==> config.mk <==
export PLATFORM = sky130hd
export DESIGN_NAME = cable_eq_driver_register_page
export DESIGN_NICKNAME = d
export VERILOG_FILES = /design/src/logic/eq_page_pkg.sv /design/src/logic/cable_eq_driver_register_page.sv /design/src/logic/spare_reg_mem.sv /design/src/logic/power_save_ctrl.sv
export VERILOG_INCLUDE_DIRS = /design/src /design/src/logic
export SDC_FILE = /design/constraint.sdc
export NUM_CORES = 1
export LEC_CHECK = 0
export ABC_AREA = 1
export BUFFER_PORTS_ARGS = -buffer_cell sky130_fd_sc_hd__buf_2
export CORE_MARGIN = 2
export CORE_UTILIZATION = 51
export DETAILED_ROUTE_END_ITERATION = 16
export PLACE_DENSITY = 0.71
export RECOVER_POWER = 25
export SLEW_MARGIN = 20
export SYNTH_ARGS = -nofsm -noshare
export SYNTH_HDL_FRONTEND = slang
export SYNTH_SLANG_ARGS = --single-unit
==> constraint.sdc <==
create_clock -name sys_clk -period 1.89 [get_ports sys_clk]
set_input_delay 0.0945 -clock sys_clk [delete_from_list [all_inputs] [get_ports sys_clk]]
set_output_delay 0.0945 -clock sys_clk [all_outputs]
set_load 0.02 [all_outputs]
==> src/logic/eq_page_defs.svh <==
// Offsets, field positions, reset values and timing of the equalizer page
`ifndef EQ_PAGE_DEFS_SVH
`define EQ_PAGE_DEFS_SVH

// ****************************************************************
// Register offsets
// ****************************************************************
`define OFF_CTRL 4'h0
`define OFF_EQ_STAT 4'h1
`define OFF_RATE_STAT 4'h2
`define OFF_MUTE 4'h3
`define OFF_SPARE_LO 4'h4
`define OFF_SPARE_HI 4'h8

// ****************************************************************
// Field positions
// ****************************************************************
`define BIT_LOCK_SEL 7
`define BIT_CTRL_RSVD6 6
`define BIT_PS_OVR 5
`define PS_SEL_HI 4
`define PS_SEL_LO 3
`define BIT_SOFT_RST 2
`define BIT_ADAPT 0
`define BIT_CARRIER 6
`define RATE_HI 5
`define RATE_LO 3
`define BIT_PS_STAT 2
`define BIT_MUTE1 1
`define BIT_MUTE0 0
`define MUTE_HI 5

// ****************************************************************
// Reset values and codes
// ****************************************************************
`define RST_CTRL 8'h08
`define RST_EQ_STAT 8'h80
`define RST_RATE_STAT 8'h07
`define RST_MUTE 8'h3f
`define RST_SPARE4 8'h00
`define RST_SPARE5 8'h00
`define RST_SPARE6 8'ha0
`define RST_SPARE7 8'h24
`define RST_SPARE8 8'h27
`define RATE_LOW_BAND 3'h1
`define RATE_MID_BAND 3'h2
`define RATE_HIGH_BAND 3'h4
`define READ_LATENCY 2

`endif

==> src/logic/eq_page_pkg.sv <==
// Types used by the power-save module of the equalizer page
`default_nettype none
package eq_page_pkg;
  typedef enum logic [1:0] {
    PS_ON = 2'h0,
    PS_SAVE = 2'h1,
    PS_UNUSED = 2'h3
  } ps_state_type;

  typedef enum logic [1:0] {
    MODE_ON_ABSENCE = 2'h0,
    MODE_NEVER = 2'h1,
    MODE_RESERVED = 2'h2,
    MODE_FORCE = 2'h3
  } ps_mode_type;
endpackage
`default_nettype wire

==> src/logic/cable_eq_driver_register_page.sv <==
// Register page for the cable equalizer and output drivers
// Notes on behaviour
// RL1: Lock pin shows coarse adaptation done when select is 0, carrier when 1.
// RL2: Override set: primary power save follows the two-bit select field.
// RL3: Override clear: power save whenever no signal on primary input.
// RL4: Select 00 save on absence, 01 never, 11 forced; 10 reserved.
// RL5: The unused input is always powered down whatever the settings.
// RL6: Soft-reset bit restores page defaults and clears itself; software reinitializes.
// RL7: Adaptation-done flag reads 1 once adaptation finished, else 0.
// RL8: Carrier bit reads 1 while signal present on primary input.
// RL9: Rate field reads 001, 010 or 100 for the three bands.
// RL10: Power-save status bit reads 1 while power save is active.
// RL11: Second-output mute bit reads 1 while that driver is muted.
// RL12: First-output mute bit reads 1 while that driver is muted.
// RL13: A muted driver holds its output at common mode.
// RL14: Six-bit mute threshold, default all ones, sets the muting level.
// RL15: Reserved fields keep written values and change no behaviour.
`timescale 1ns/10ps
`default_nettype none
`include "eq_page_defs.svh"
module cable_eq_driver_register_page (
  input wire logic sys_clk,
  input wire logic reset,
  input wire logic [3:0] reg_addr,
  input wire logic [7:0] reg_wdata,
  input wire logic reg_wr,
  input wire logic reg_rd,
  output logic [7:0] reg_rdata,
  output logic reg_rvalid,
  input wire logic coarse_adapt_done,
  input wire logic adaptation_done,
  input wire logic primary_signal_present,
  input wire logic [2:0] rate_detect,
  input wire logic [5:0] cable_loss_level,
  input wire logic input_select,
  output logic lock_n,
  output logic carrier_present_n,
  output logic primary_power_down,
  output logic secondary_power_down,
  output logic first_output_muted,
  output logic second_output_muted
);
  // ****************************************************************
  // Configuration registers
  // ****************************************************************
  logic lock_sel;
  logic ps_ovr;
  logic [1:0] ps_mode;
  logic [2:0] ctrl_rsvd;
  logic [5:0] mute_threshold;
  logic [1:0] mute_rsvd;
  logic next_lock_sel;
  logic next_ps_ovr;
  logic [1:0] next_ps_mode;
  logic [2:0] next_ctrl_rsvd;
  logic [5:0] next_mute_threshold;
  logic [1:0] next_mute_rsvd;
  logic soft_reset;
  logic page_clear;
  logic wr_ctrl;
  logic wr_mute;
  logic wr_spare;
  logic [7:0] rst_ctrl;
  logic [7:0] rst_mute;

  assign rst_ctrl = `RST_CTRL;
  assign rst_mute = `RST_MUTE;
  assign wr_ctrl = reg_wr && reg_addr == `OFF_CTRL;
  assign wr_mute = reg_wr && reg_addr == `OFF_MUTE;
  assign wr_spare = reg_wr && reg_addr >= `OFF_SPARE_LO &&
                    reg_addr <= `OFF_SPARE_HI;
  // The reset bit is never stored, so it always reads back 0
  assign soft_reset = wr_ctrl && reg_wdata[`BIT_SOFT_RST]; // [RL6]
  assign page_clear = reset || soft_reset;

  always_comb begin
    next_lock_sel = lock_sel;
    next_ps_ovr = ps_ovr;
    next_ps_mode = ps_mode;
    next_ctrl_rsvd = ctrl_rsvd;
    next_mute_threshold = mute_threshold;
    next_mute_rsvd = mute_rsvd;
    if (page_clear) begin
      next_lock_sel = rst_ctrl[`BIT_LOCK_SEL]; // [RL6]
      next_ps_ovr = rst_ctrl[`BIT_PS_OVR];
      next_ps_mode = rst_ctrl[`PS_SEL_HI:`PS_SEL_LO];
      next_ctrl_rsvd = {rst_ctrl[`BIT_CTRL_RSVD6], rst_ctrl[1:0]};
      next_mute_threshold = rst_mute[`MUTE_HI:0]; // [RL14]
      next_mute_rsvd = rst_mute[7:6];
    end else begin
      if (wr_ctrl) begin
        next_lock_sel = reg_wdata[`BIT_LOCK_SEL];
        next_ps_ovr = reg_wdata[`BIT_PS_OVR];
        next_ps_mode = reg_wdata[`PS_SEL_HI:`PS_SEL_LO];
        next_ctrl_rsvd = {reg_wdata[`BIT_CTRL_RSVD6],
                          reg_wdata[1:0]}; // [RL15]
      end
      if (wr_mute) begin
        next_mute_threshold = reg_wdata[`MUTE_HI:0]; // [RL14]
        next_mute_rsvd = reg_wdata[7:6]; // [RL15]
      end
    end
  end

  always_ff @(posedge sys_clk) begin
    lock_sel <= next_lock_sel;
    ps_ovr <= next_ps_ovr;
    ps_mode <= next_ps_mode;
    ctrl_rsvd <= next_ctrl_rsvd;
    mute_threshold <= next_mute_threshold;
    mute_rsvd <= next_mute_rsvd;
  end

  // ****************************************************************
  // Power save and spare storage
  // ****************************************************************
  logic [7:0] spare_rd_data;
  logic primary_unused;

  assign primary_unused = input_select;

  power_save_ctrl u_power_save (
    .sys_clk(sys_clk),
    .reset(reset),
    .override(ps_ovr),
    .mode(ps_mode),
    .signal_present(primary_signal_present),
    .primary_unused(primary_unused),
    .powersave(primary_power_down)
  );

  spare_reg_mem #(
    .DEPTH(5),
    .WIDTH(8)
  ) u_spare (
    .sys_clk(sys_clk),
    .clear(page_clear),
    .wr_en(wr_spare),
    .wr_index(3'(reg_addr - `OFF_SPARE_LO)),
    .wr_data(reg_wdata),
    .rd_index(3'(reg_addr - `OFF_SPARE_LO)),
    .rd_data(spare_rd_data)
  );

  // ****************************************************************
  // Pins and observed status
  // ****************************************************************
  logic adapt_seen;
  logic carrier_seen;
  logic [2:0] rate_seen;
  logic next_lock_n;
  logic next_secondary_down;
  logic next_mute0;
  logic next_mute1;
  logic next_carrier_n;
  logic mute_level;

  // Loss above the threshold mutes; the all-ones default never trips
  assign mute_level = cable_loss_level > mute_threshold; // [RL14]

  always_comb begin
    if (lock_sel) begin
      next_lock_n = !primary_signal_present; // [RL1]
    end else begin
      next_lock_n = !coarse_adapt_done; // [RL1]
    end
    next_secondary_down = !input_select; // [RL5]
    next_carrier_n = !primary_signal_present;
    // A muted driver parks at common mode instead of toggling
    next_mute0 = mute_level || primary_power_down; // [RL13]
    next_mute1 = mute_level || primary_power_down; // [RL13]
  end

  always_ff @(posedge sys_clk) begin
    if (reset) begin
      lock_n <= 1'b1;
      carrier_present_n <= 1'b1;
      secondary_power_down <= 1'b1;
      first_output_muted <= 1'b1;
      second_output_muted <= 1'b1;
      adapt_seen <= 1'b0;
      carrier_seen <= 1'b0;
      rate_seen <= 3'h0;
    end else begin
      lock_n <= next_lock_n;
      carrier_present_n <= next_carrier_n;
      secondary_power_down <= next_secondary_down;
      first_output_muted <= next_mute0;
      second_output_muted <= next_mute1;
      adapt_seen <= adaptation_done; // [RL7]
      carrier_seen <= primary_signal_present; // [RL8]
      rate_seen <= rate_detect; // [RL9]
    end
  end

  // ****************************************************************
  // Read path, two cycles from request to data
  // ****************************************************************
  logic [7:0] local_rdata;
  logic [7:0] next_local_rdata;
  logic [7:0] next_reg_rdata;
  logic rd_stage;
  logic spare_stage;
  logic next_spare_stage;
  logic [7:0] rst_eq;

  assign rst_eq = `RST_EQ_STAT;

  always_comb begin
    next_local_rdata = 8'h00;
    unique case (reg_addr)
      `OFF_CTRL: begin
        next_local_rdata = {lock_sel, ctrl_rsvd[2], ps_ovr, ps_mode,
                            1'b0, ctrl_rsvd[1:0]};
      end
      `OFF_EQ_STAT: begin
        next_local_rdata = {rst_eq[7:1], adapt_seen}; // [RL7]
      end
      `OFF_RATE_STAT: begin
        next_local_rdata = {1'b0, carrier_seen, rate_seen, // [RL8] [RL9]
                            primary_power_down, // [RL10]
                            second_output_muted, // [RL11]
                            first_output_muted}; // [RL12]
      end
      `OFF_MUTE: begin
        next_local_rdata = {mute_rsvd, mute_threshold};
      end
      default: begin
        next_local_rdata = 8'h00;
      end
    endcase
    next_spare_stage = reg_addr >= `OFF_SPARE_LO &&
                       reg_addr <= `OFF_SPARE_HI;
    next_reg_rdata = spare_stage ? spare_rd_data : local_rdata;
    if (!rd_stage) begin
      next_reg_rdata = reg_rdata;
    end
  end

  always_ff @(posedge sys_clk) begin
    if (reset) begin
      local_rdata <= 8'h00;
      rd_stage <= 1'b0;
      spare_stage <= 1'b0;
      reg_rdata <= 8'h00;
      reg_rvalid <= 1'b0;
    end else begin
      local_rdata <= next_local_rdata;
      rd_stage <= reg_rd;
      spare_stage <= next_spare_stage;
      reg_rdata <= next_reg_rdata;
      reg_rvalid <= rd_stage;
    end
  end

  // ****************************************************************
  // Checks
  // ****************************************************************
  lock_source_a: assert property (@(posedge sys_clk) // [RL1]
    disable iff (reset)
    1'b1 |=> lock_n == !($past(lock_sel) ? $past(primary_signal_present)
                                         : $past(coarse_adapt_done)))
    else $error("lock pin shows wrong source");
  soft_reset_a: assert property (@(posedge sys_clk) // [RL6]
    disable iff (reset)
    soft_reset |=> !ps_ovr && ps_mode == 2'h1 && !lock_sel &&
                   ctrl_rsvd == 3'h0 && mute_threshold == 6'h3f &&
                   mute_rsvd == 2'h0)
    else $error("soft reset did not restore defaults");
  ctrl_write_a: assert property (@(posedge sys_clk) // [RL2] [RL15]
    disable iff (reset)
    wr_ctrl && !reg_wdata[`BIT_SOFT_RST] |=>
      {lock_sel, ctrl_rsvd[2], ps_ovr, ps_mode, ctrl_rsvd[1:0]} ==
      $past({reg_wdata[7:3], reg_wdata[1:0]}))
    else $error("control write not stored");
  read_latency_a: assert property (@(posedge sys_clk) disable iff (reset)
    reg_rd |-> ##2 reg_rvalid)
    else $error("read answer not two cycles later");
  no_stray_answer_a: assert property (@(posedge sys_clk)
    disable iff (reset)
    !reg_rd |-> ##2 !reg_rvalid)
    else $error("read answer without request");
  rdata_hold_a: assert property (@(posedge sys_clk)
    disable iff (reset)
    !reg_rvalid |-> $stable(reg_rdata))
    else $error("read data changed without answer");
  mute_cause_a: assert property (@(posedge sys_clk) // [RL13]
    disable iff (reset)
    primary_power_down |=> first_output_muted && second_output_muted)
    else $error("outputs not muted in power save");
  mute_level_a: assert property (@(posedge sys_clk) // [RL14]
    disable iff (reset)
    cable_loss_level > mute_threshold |=>
      first_output_muted && second_output_muted)
    else $error("outputs not muted above threshold");
  drivers_active_a: assert property (@(posedge sys_clk) // [RL13]
    disable iff (reset)
    !primary_power_down && cable_loss_level <= mute_threshold |=>
      !first_output_muted && !second_output_muted)
    else $error("outputs muted without cause");
  secondary_down_a: assert property (@(posedge sys_clk) // [RL5]
    disable iff (reset)
    1'b1 |=> secondary_power_down == !$past(input_select))
    else $error("unused secondary input not powered down");
  psave_status_a: assert property (@(posedge sys_clk) // [RL10]
    disable iff (reset)
    reg_rd && reg_addr == 4'h2 |->
      ##2 reg_rdata[2] == $past(primary_power_down, 2))
    else $error("power save status not reported");
  unmapped_read_a: assert property (@(posedge sys_clk) disable iff (reset)
    reg_rd && reg_addr > 4'h8 |-> ##2 reg_rdata == 8'h00)
    else $error("unmapped read not zero");
endmodule
`default_nettype wire

==> src/logic/spare_reg_mem.sv <==
// Storage for the spare registers of the page, registered read data
`timescale 1ns/10ps
`default_nettype none
`include "eq_page_defs.svh"
module spare_reg_mem #(
  parameter int DEPTH = 5,
  parameter int WIDTH = 8
) (
  input wire logic sys_clk,
  input wire logic clear,
  input wire logic wr_en,
  input wire logic [2:0] wr_index,
  input wire logic [WIDTH-1:0] wr_data,
  input wire logic [2:0] rd_index,
  output logic [WIDTH-1:0] rd_data
);
  logic [WIDTH-1:0] mem [DEPTH];
  logic [WIDTH-1:0] next_mem [DEPTH];
  logic [WIDTH-1:0] next_rd_data;

  function automatic logic [WIDTH-1:0] default_of(input int idx);
    case (idx)
      0: default_of = WIDTH'(`RST_SPARE4);
      1: default_of = WIDTH'(`RST_SPARE5);
      2: default_of = WIDTH'(`RST_SPARE6);
      3: default_of = WIDTH'(`RST_SPARE7);
      default: default_of = WIDTH'(`RST_SPARE8);
    endcase
  endfunction

  // ****************************************************************
  // Entries
  // ****************************************************************
  genvar i;
  generate
    for (i = 0; i < DEPTH; i++) begin : g_entry
      always_comb begin
        if (clear) begin
          next_mem[i] = default_of(i); // [RL6]
        end else if (wr_en && wr_index == 3'(i)) begin
          next_mem[i] = wr_data; // [RL15]
        end else begin
          next_mem[i] = mem[i];
        end
      end

      always_ff @(posedge sys_clk) begin
        mem[i] <= next_mem[i];
      end
    end
  endgenerate

  always_comb begin
    if (int'(rd_index) < DEPTH) begin
      next_rd_data = mem[rd_index];
    end else begin
      next_rd_data = '0;
    end
  end

  always_ff @(posedge sys_clk) begin
    rd_data <= next_rd_data;
  end
endmodule
`default_nettype wire

==> src/logic/power_save_ctrl.sv <==
// Power-save state machine for the primary cable input
`timescale 1ns/10ps
`default_nettype none
module power_save_ctrl (
  input wire logic sys_clk,
  input wire logic reset,
  input wire logic override,
  input wire logic [1:0] mode,
  input wire logic signal_present,
  input wire logic primary_unused,
  output logic powersave
);
  eq_page_pkg::ps_state_type state;
  eq_page_pkg::ps_state_type next_state;
  logic want_save;
  logic next_powersave;

  always_comb begin
    want_save = !signal_present; // [RL3]
    if (override) begin
      // Reserved code behaves like power save on absence
      unique case (eq_page_pkg::ps_mode_type'(mode))
        eq_page_pkg::MODE_ON_ABSENCE: want_save = !signal_present; // [RL4]
        eq_page_pkg::MODE_NEVER: want_save = 1'b0; // [RL4]
        eq_page_pkg::MODE_RESERVED: want_save = !signal_present;
        eq_page_pkg::MODE_FORCE: want_save = 1'b1; // [RL2] [RL4]
      endcase
    end
    if (primary_unused) begin
      next_state = eq_page_pkg::PS_UNUSED; // [RL5]
    end else if (want_save) begin
      next_state = eq_page_pkg::PS_SAVE;
    end else begin
      next_state = eq_page_pkg::PS_ON;
    end
    next_powersave = (next_state != eq_page_pkg::PS_ON);
  end

  always_ff @(posedge sys_clk) begin
    if (reset) begin
      state <= eq_page_pkg::PS_SAVE;
      powersave <= 1'b1;
    end else begin
      state <= next_state;
      powersave <= next_powersave;
    end
  end

  psave_force_a: assert property (@(posedge sys_clk) // [RL4]
    disable iff (reset)
    override && mode == 2'h3 |=> powersave)
    else $error("forced power save not entered");
  psave_never_a: assert property (@(posedge sys_clk) // [RL4]
    disable iff (reset)
    override && mode == 2'h1 && !primary_unused |=> !powersave)
    else $error("power save entered while disabled");
  psave_absent_a: assert property (@(posedge sys_clk) // [RL4]
    disable iff (reset)
    override && !mode[0] && !primary_unused |=>
      powersave == !$past(signal_present))
    else $error("power save on absence wrong");
  psave_auto_a: assert property (@(posedge sys_clk) // [RL3]
    disable iff (reset)
    !override && !primary_unused |=> powersave == !$past(signal_present))
    else $error("automatic power save wrong");
  unused_down_a: assert property (@(posedge sys_clk) // [RL5]
    disable iff (reset)
    primary_unused ##1 primary_unused |->
      powersave && state == eq_page_pkg::PS_UNUSED)
    else $error("unused input not powered down");
endmodule
`default_nettype wire

==> results.toml, run 1 <==
[min_path]
hp-class = "in2reg"
hp-start = "reg_wdata[1]"

[global_route]
grt_max_degree = 25
grt_pass1_wl_um = 14200
grt_pass1_vias = 2872
antenna_found_initial = 0
grt_usage = 0.221
overflow = 0

[detailed_routing]
drt_first_pass_iters = 5
met2_length_um = 3910
wl_met3_um = 546
drt-met1-wl_um = 4090
ant_nets = 0
num_vias = 3104
vias_per_cell = 5.02
routed_wl_um = 8670
drtIter0Drc = 260
drc = 0
dr.max_layer_used = "met4"
wire_per_inst_um = 14.0

[sta]
grt_setup_unrepaired = "false"
fin_crit_sh = 0.732
tightest_slew_ns = 0.817
slew_headroom = 0.455
setup_tns_ns = 0
clock.fmax_mhz = 723
finalHoldViolCount = 0
maxSlewViolCount = 0
setup-violations-final = 0
final.setup_skew_ns = 0.0175
fin_crit_ns = 1.38

[logic_synthesis]
ys_seq_area_frac = 0.576
synthesis.nets = 496
synthesis.area_mm2 = 0.00389
synth.avg_cell_area_um2 = 8.45
synth_seq_cells = 92
yosysWarnings = 0
synth_cells = 461
ys_types = 24

[final_layout]
drive_gt1_frac = 0.131
diodes = 0
final_cell_area_mm2 = 0.00448
area_delta_synth_final_pct = 14.9
nets = 549

[critical_path]
end_kind = "flip-flop"
path_delay_family = "compound AO/OA/AOI/OAI gates"
crit_type = "in2reg"
path_buf_inv = 1
cp-startpoint = "reg_addr[3]"
cp_max_fo = 15
startpoint_type = "primary input"
r2r-start = "mute_threshold[5]"
critPathRequiredTime_ns = 1.96
crit_path_cell_trace = "buf_2, nor2_4, nand3_4, o21ai_2, nor2_1"
cpPeakStageDelay_ns = 0.63
regToRegSetupSlack_ns = 0.64
critPathArrivalTime_ns = 1.46
cp_slowest_cell = "o21ai_2"

[floorplan]
fp-row-count = 31
fp.dieArea_mm2 = 0.00835
io_pins = 44
core_area_mm2 = 0.00733
die_y_um = 91.4
start_util = 0.531
die_w_um = 91.4

[clock_network]
cts_setup_buffers = 0
clkTransAtPathRegs_ns = 0.10
clk_path_buf_depth = 2
cts_tree = "done"
cts-root-buf = "clkbuf_8"
insertion_delay_ns = 0.36
clock_sinks = 92
numCtsBuffers = 9
h-tree-depth = 3

[placement]
gp_congestion = 0.858
io_buffers = 43
placed_area_mm2 = 0.00421
hpwl_um = 6270

[pwr]
ir_drop_v = 0.000528
power_leakage_nw = 2.13
p_total_w = 0.00400
power_density_mw_per_mm2 = 893

[run_status]
outcome = "completed"

[flow_run]
max_cap_violations = 0
stage by stage:
step | std cells | utilization | setup WS [ns] | hold WS (ns)
final | 618 | 0.611 | 0.507 | 0.0834
after global routing | 618 | 0.611 | 0.406 | 0.0961
after CTS | 618 | 0.613 | 0.528 | 0.0750
after detailed placement | 594 | 0.574 | 0.139 | 0.284
after global placement | 594 | 0.574 | 0.240 | 0.278
after floorplan | 461 | - | 0.613 | 0.164
tightest hold or removal path: cells and delay by family:
kind                   cells  cell delay (ns)
buffers and inverters      2             0.13
and+or+nand+nor            3             0.20
synthesized netlist by cell type:
| cell type | count | share of area |
|---|---|---|
| inv_2 | 3 | 0.0029 |
| ha_1 | 6 | 0.019 |
| clkbuf_1 | 2 | 0.0019 |
| clkbuf_2 | 1 | 0.0013 |
| buf_6 | 1 | 0.0029 |
| edfxtp_1 | 40 | 0.31 |
| nand4_1 | 19 | 0.031 |
| nor2_4 | 4 | 0.012 |
| nand3_1 | 33 | 0.042 |
| o211ai_1 | 1 | 0.0019 |
| clkinv_1 | 3 | 0.0029 |
| nand3_4 | 1 | 0.0045 |
| nor2_1 | 38 | 0.037 |
| nand3_2 | 1 | 0.0026 |
| dfxtp_1 | 52 | 0.27 |
| inv_1 | 51 | 0.049 |
| o21ai_2 | 1 | 0.0022 |
| buf_2 | 10 | 0.013 |
| o21ai_0 | 9 | 0.012 |
| nor2_2 | 1 | 0.0016 |
| a21oi_1 | 20 | 0.026 |
| nand2_1 | 160 | 0.15 |
| buf_1 | 2 | 0.0019 |
| buf_4 | 2 | 0.0039 |
kinds of logic after synthesis:
family | count (synthesis) | share of synthesized area
adder cells (fa/ha/maj) | 6 | 0.0193
AO/OA/AOI/OAI | 31 | 0.0414
flip-flops | 92 | 0.576
AND/OR/NAND/NOR | 257 | 0.284
buffers and inverters | 75 | 0.0797
layout by cell type, fill, tap and decap left out, types with 4 or more instances in the layout:
master         synthesis  routed
clkbuf_1               2      11
dlygate4sd3_1          0       8
nand4_1               19      19
buf_4                  2       8
a21oi_1               20      20
dfxtp_1               52      52
buf_2                 10      33
inv_1                 51      51
nor2_4                 4       4
nand2_1              160     160
nor2_1                38      38
edfxtp_1              40      40
o21ai_0                9       9
ha_1                   6       6
nand3_1               33      33
clkbuf_8               0       9
timing repair:
item,in CTS,in global routing
hold endpoints to repair,9,0
gates resized for setup,0,0
hold buffers,8,0
path summary, 6_finish.rpt:
path	cells past startpoint	end
worst max-delay path	5	u_spare.mem[3][3]
worst min-delay path	5	mute_threshold[1]
worst max register to register	7	second_output_muted
worst min register to register	2	u_spare.rd_data[6]
power by group:
group	internal, W	total, W	leakage [nW]	switching, W
sequential	0.00221	0.00226	0.817	0.0000459
clock	0.000591	0.00134	0.106	0.000750
combinational	0.000126	0.000396	1.21	0.000270
flip-flops by register name, summed over array words and instances, names as in the netlist, 2 cells and up:
signal / flops
mute_threshold: 6
u_spare.mem: 40
ps_mode: 2
rate_seen: 3
reg_rdata: 8
u_spare.rd_data: 8
local_rdata: 8
mute_rsvd: 2
ctrl_rsvd: 3
layer usage:
layer  global-route usage  vias to the layer above
met2                0.330                      113
li1                     -                     1578
met1                0.319                     1401
met5                    0                        -
met4               0.0745                        0
met3               0.0448                       12
cell type report:
type | instances | area (µm²)
fill | 630 | 2860
sequential | 92 | 2240
multi-input combinational | 294 | 1340
timing repair buffer | 60 | 347
inverter | 57 | 214
clock buffer | 10 | 149
tap | 99 | 124
clock inverter | 6 | 57.6
Power figures use the tool's default switching activity.
==> inputs of run 2 (changes only) <==
==> constraint.sdc (replaced) <==
create_clock -name sys_clk -period 1.32 [get_ports sys_clk]
set_input_delay 0.066 -clock sys_clk [delete_from_list [all_inputs] [get_ports sys_clk]]
set_output_delay 0.066 -clock sys_clk [all_outputs]
set_load 0.02 [all_outputs]
==> results.toml, run 2 (synthesized netlist as in run 1, its figures left out) <==
[run_status]
outcome = "completed"

[final_layout]
area_delta_synth_final_pct = 18.3
layout_commonest_cell = "nand2_1"
drive_gt1_frac = 0.169
largest-register = "u_spare.mem"
largest_register_ffs = 40
final_cell_area_mm2 = 0.00461
nets = 564
diodes = 0
layout_common_cells = "160 x nand2_1, 51 x inv_1, 50 x dfxtp_1"
final_core_util = 0.628

[sta]
maxSlewViolCount = 0
setup-violations-final = 0
fin_crit_sh = 0.915
setup_ws_ns = 0.112
grt_setup_unrepaired = "false"
tightest_slew_ns = 0.630
clock.fmax_mhz = 828
final.setup_skew_ns = 0.0118
finalHoldViolCount = 0
fin_crit_ns = 1.21
slew_headroom = 0.580

[placement]
placed_area_mm2 = 0.00434
gp_congestion = 0.899
io_buffers = 43
hpwl_um = 6570
pre_cts_slack_ns = -0.0139

[clock_network]
numCtsBuffers = 9
clk_path_buf_depth = 2
clock_sinks = 92
clkTransAtPathRegs_ns = 0.09
h-tree-depth = 3
cts-root-buf = "clkbuf_8"
insertion_delay_ns = 0.36
cts_tree = "done"

[detailed_routing]
num_vias = 3213
ant_nets = 0
vias_per_cell = 5.08
drt_first_pass_iters = 5
drtIter0Drc = 215
wire_per_inst_um = 14.1
drc = 0
routed_wl_um = 8910

[global_route]
grt_pass1_vias = 3069
grt_pass1_wl_um = 14700
antenna_found_initial = 0
grt_usage = 0.225
grt_max_degree = 26
overflow = 0

[critical_path]
crit_path_cell_trace = "inv_1, ha_1, nand2_1, nor2_2, nand3_1, nand2_1, nand2_1"
cp_max_fo = 3
r2r-start = "mute_threshold[4]"
critPathRequiredTime_ns = 1.57
crit_type = "reg2reg"
cpPeakStageDelay_ns = 0.37
path_buf_inv = 1
cp-startpoint = "mute_threshold[4]"
critPathArrivalTime_ns = 1.46
end_kind = "flip-flop"
regToRegSetupSlack_ns = 0.11
startpoint_type = "flip-flop"
cp_slowest_cell = "dfxtp_1"
path_delay_family = "simple AND/OR/NAND/NOR gates"
crit_path_frequent_cell = "nand2_1"

[floorplan]
fp-row-count = 31
start_util = 0.531
die_w_um = 91.4
fp.dieArea_mm2 = 0.00835
io_pins = 44
die_y_um = 91.4
core_area_mm2 = 0.00733

[pwr]
p_total_w = 0.00586
ir_drop_v = 0.000729
power_leakage_nw = 2.23
power_density_mw_per_mm2 = 1270

[flow_run]
max_cap_violations = 0

[min_path]
hp-start = "reg_wdata[0]"
hp-class = "in2reg"
-- run 2: changes by cell type in the layout (fill, tap and decap cells not counted), sizes merged --
cell	before	now
bufinv	0	1
clkbuf	21	16
clkinvlp	0	1
clkinv	5	4
buf	41	62
inv	58	56
-- run 2: cell type report --
type	instances	area [µm²]
inverters	57	214
multi-input cells	294	1330
fillers	627	2720
clock inverters	5	66.3
repair buffers	75	475
well taps	99	124
clock buffers	11	153
flip-flops and latches	92	2240
-- run 2: routing by layer --
layer | GRT usage | routed length [µm]
met1 | 0.312 | 4100
met2 | 0.362 | 4170
met3 | 0.0481 | 538
met4 | 0.0568 | 103
met5 | 0 | 0
-- run 2: path summary, 6_finish.rpt --
path              cells past startpoint                  end
setup / recovery                      7  second_output_muted
hold / removal                        5         ctrl_rsvd[0]
setup reg to reg                      7  second_output_muted
hold reg to reg                       2         reg_rdata[4]
-- run 2: stage by stage --
stage | cells | setup TNS [ns] | hold WS, ns
floorplan | 461 | 0 | 0.136
global placement | 609 | 0 | 0.253
detailed placement | 609 | -0.127 | 0.254
CTS | 633 | 0 | 0.0538
global route | 633 | 0 | 0.102
finish | 633 | 0 | 0.0625
-- run 2: worst min-delay path: cells and delay by family --
family | cells | cell delay (ns)
and+or+nand+nor | 3 | 0.16
buffers and inverters | 2 | 0.16
-- run 2: where the power goes --
group,internal [W],leakage [nW],switching (W)
clock network,0.00101,0.107,0.00100
logic,0.000210,1.31,0.000397
registers,0.00317,0.816,0.0000623
total,0.00439,2.23,0.00146
-- run 2: repair_timing --
action	CTS	global route
resized for setup	0	3
hold buffers	8	0
hold endpoints to repair	10	0
setup endpoints to repair	0	1
buffers inserted	0	0
==> inputs of run 3 (changes only) <==
--- a/config.mk
+++ b/config.mk
@@ -8,6 +8,7 @@
 export LEC_CHECK = 0
 export ABC_AREA = 1
 export BUFFER_PORTS_ARGS = -buffer_cell sky130_fd_sc_hd__buf_2
+export CORE_ASPECT_RATIO = 0.6
 export CORE_MARGIN = 2
 export CORE_UTILIZATION = 51
 export DETAILED_ROUTE_END_ITERATION = 16
==> results.toml, run 3 (synthesized netlist as in run 1, its figures left out) <==
[run_status]
outcome = "completed"

[critical_path]
cpPeakStageDelay_ns = 0.36
critPathRequiredTime_ns = 1.55
crit_path_cell_trace = "inv_1, ha_1, nand2_1, nor2_2, nand3_1, nand2_1, nand2_1"
cp-startpoint = "mute_threshold[5]"
r2r_end = "second_output_muted"
startpoint_type = "flip-flop"
regToRegSetupSlack_ns = 0.10
crit_type = "reg2reg"
critPathArrivalTime_ns = 1.45
crit_path_frequent_cell = "nand2_1"
cp_slowest_cell = "dfxtp_2"
cp_max_fo = 3
r2r-start = "mute_threshold[5]"
r2r_cells = 7
end_kind = "flip-flop"

[pwr]
power_leakage_nw = 2.31
power_density_mw_per_mm2 = 1350
ir_drop_v = 0.000915

[final_layout]
largest_register_ffs = 40
multiInputGateArea_mm2 = 0.00132
diodes = 0
seq_area_mm2 = 0.00224
drive_gt1_frac = 0.165
largest-register = "u_spare.mem"
layoutNonFillerInstCount = 644
final_core_util = 0.653
layout_common_cells = "160 x nand2_1, 51 x inv_1, 50 x dfxtp_1"
fillers = 651
nets = 570
layout_commonest_cell = "nand2_1"
area_delta_synth_final_pct = 22.8

[floorplan]
fp-row-count = 24
core_area_mm2 = 0.00733
fp.dieArea_mm2 = 0.00838
start_util = 0.532
die_y_um = 71.7
die_w_um = 117
io_pins = 44

[sta]
setup-violations-final = 0
setup_tns_ns = 0
finalHoldViolCount = 0
slew_headroom = 0.565
fin_crit_ns = 1.22
fin_crit_sh = 0.922
final.setup_skew_ns = 0.00445
grt_setup_unrepaired = "false"
clock.fmax_mhz = 821
maxSlewViolCount = 0
tightest_slew_ns = 0.652

[detailed_routing]
wire_per_inst_um = 15.1
drt-met1-wl_um = 4600
drtIter0Drc = 283
vias_per_cell = 5.18
num_vias = 3339
drc = 0
wl_met3_um = 995
met2_length_um = 4040
ant_nets = 0
drt_first_pass_iters = 5
routed_wl_um = 9750
dr.max_layer_used = "met4"

[min_path]
holdPathStages = 3
hp-class = "in2reg"
hp-start = "primary_signal_present"
min_to = "carrier_seen"

[placement]
io_buffers = 43
hpwl_um = 7380
dp.cells = 621
gp_congestion = 0.893

[clock_network]
cts-root-buf = "clkbuf_16"
cts_setup_buffers = 0
h-tree-depth = 3
clock_sinks = 92
insertion_delay_ns = 0.34
clk_path_buf_depth = 2
clkTransAtPathRegs_ns = 0.06
numCtsBuffers = 9
cts_tree = "done"

[global_route]
grt_pass1_wl_um = 15400
grt_pass1_vias = 3075
overflow = 0
antenna_found_initial = 0
grt_usage = 0.254
grt_max_degree = 18

[flow_run]
max_cap_violations = 0
-- run 3: report_power, final --
group	internal [W]	leakage [nW]	switching [W]	total [W]
combinational	0.000244	1.34	0.000417	0.000661
sequential	0.00317	0.816	0.0000658	0.00324
clock	0.00150	0.152	0.00104	0.00254
total	0.00492	2.31	0.00152	0.00644
-- run 3: what timing repair did --
action | 4_1_cts | 5_1_grt
endpoints found under the hold margin | 8 | 0
hold buffers | 7 | 0
setup endpoints to repair | 0 | 1
gates resized for setup | 0 | 3
-- run 3: worst max-delay path by stage --
stage,end,slack [ns],cells after the start
after global routing,mute_threshold[5],0.002,10
after CTS,second_output_muted,0.04,7
after floorplan,u_spare.mem[2][0],0.07,6
final,second_output_muted,0.10,7
after detailed placement,u_spare.mem[4][7],0.03,7
after global placement,u_spare.mem[3][7],0.06,7
-- run 3: critical path, delay by kind of cell, from the launching register on --
family / cells / cell delay, ns
DFF: 1 / 0.36
adders and majority gates: 1 / 0.29
and+or+nand+nor: 5 / 0.41
buffers and inverters: 1 / 0.06
-- run 3: cell type report --
type,instances,area share
Timing Repair Buffer,81,0.119
Clock inverter,3,0.00497
Multi-Input combinational cell,294,0.276
Sequential cell,92,0.469
Tap cell,104,0.0272
Inverter,57,0.0447
Clock buffer,13,0.0589
-- run 3: stage by stage --
step | area (µm²) | setup slack, ns | power [W] | hold WS (ns)
final | 4780 | 0.103 | 0.00644 | 0.0133
after CTS | 4830 | 0.0372 | 0.00650 | 0.00101
after global routing | 4780 | 0.00190 | 0.00670 | 0.0429
after detailed placement | 4450 | 0.0307 | 0.00395 | 0.272
after floorplan | 3890 | 0.0712 | 0.00364 | 0.136
after global placement | 4450 | 0.0617 | 0.00392 | 0.255
-- run 3: per-layer routing --
layer | GRT usage | vias to the layer above
met2 | 0.360 | 149
met3 | 0.0753 | 11
met4 | 0.0758 | 0
met5 | 0 | -
met1 | 0.376 | 1560
li1 | - | 1619
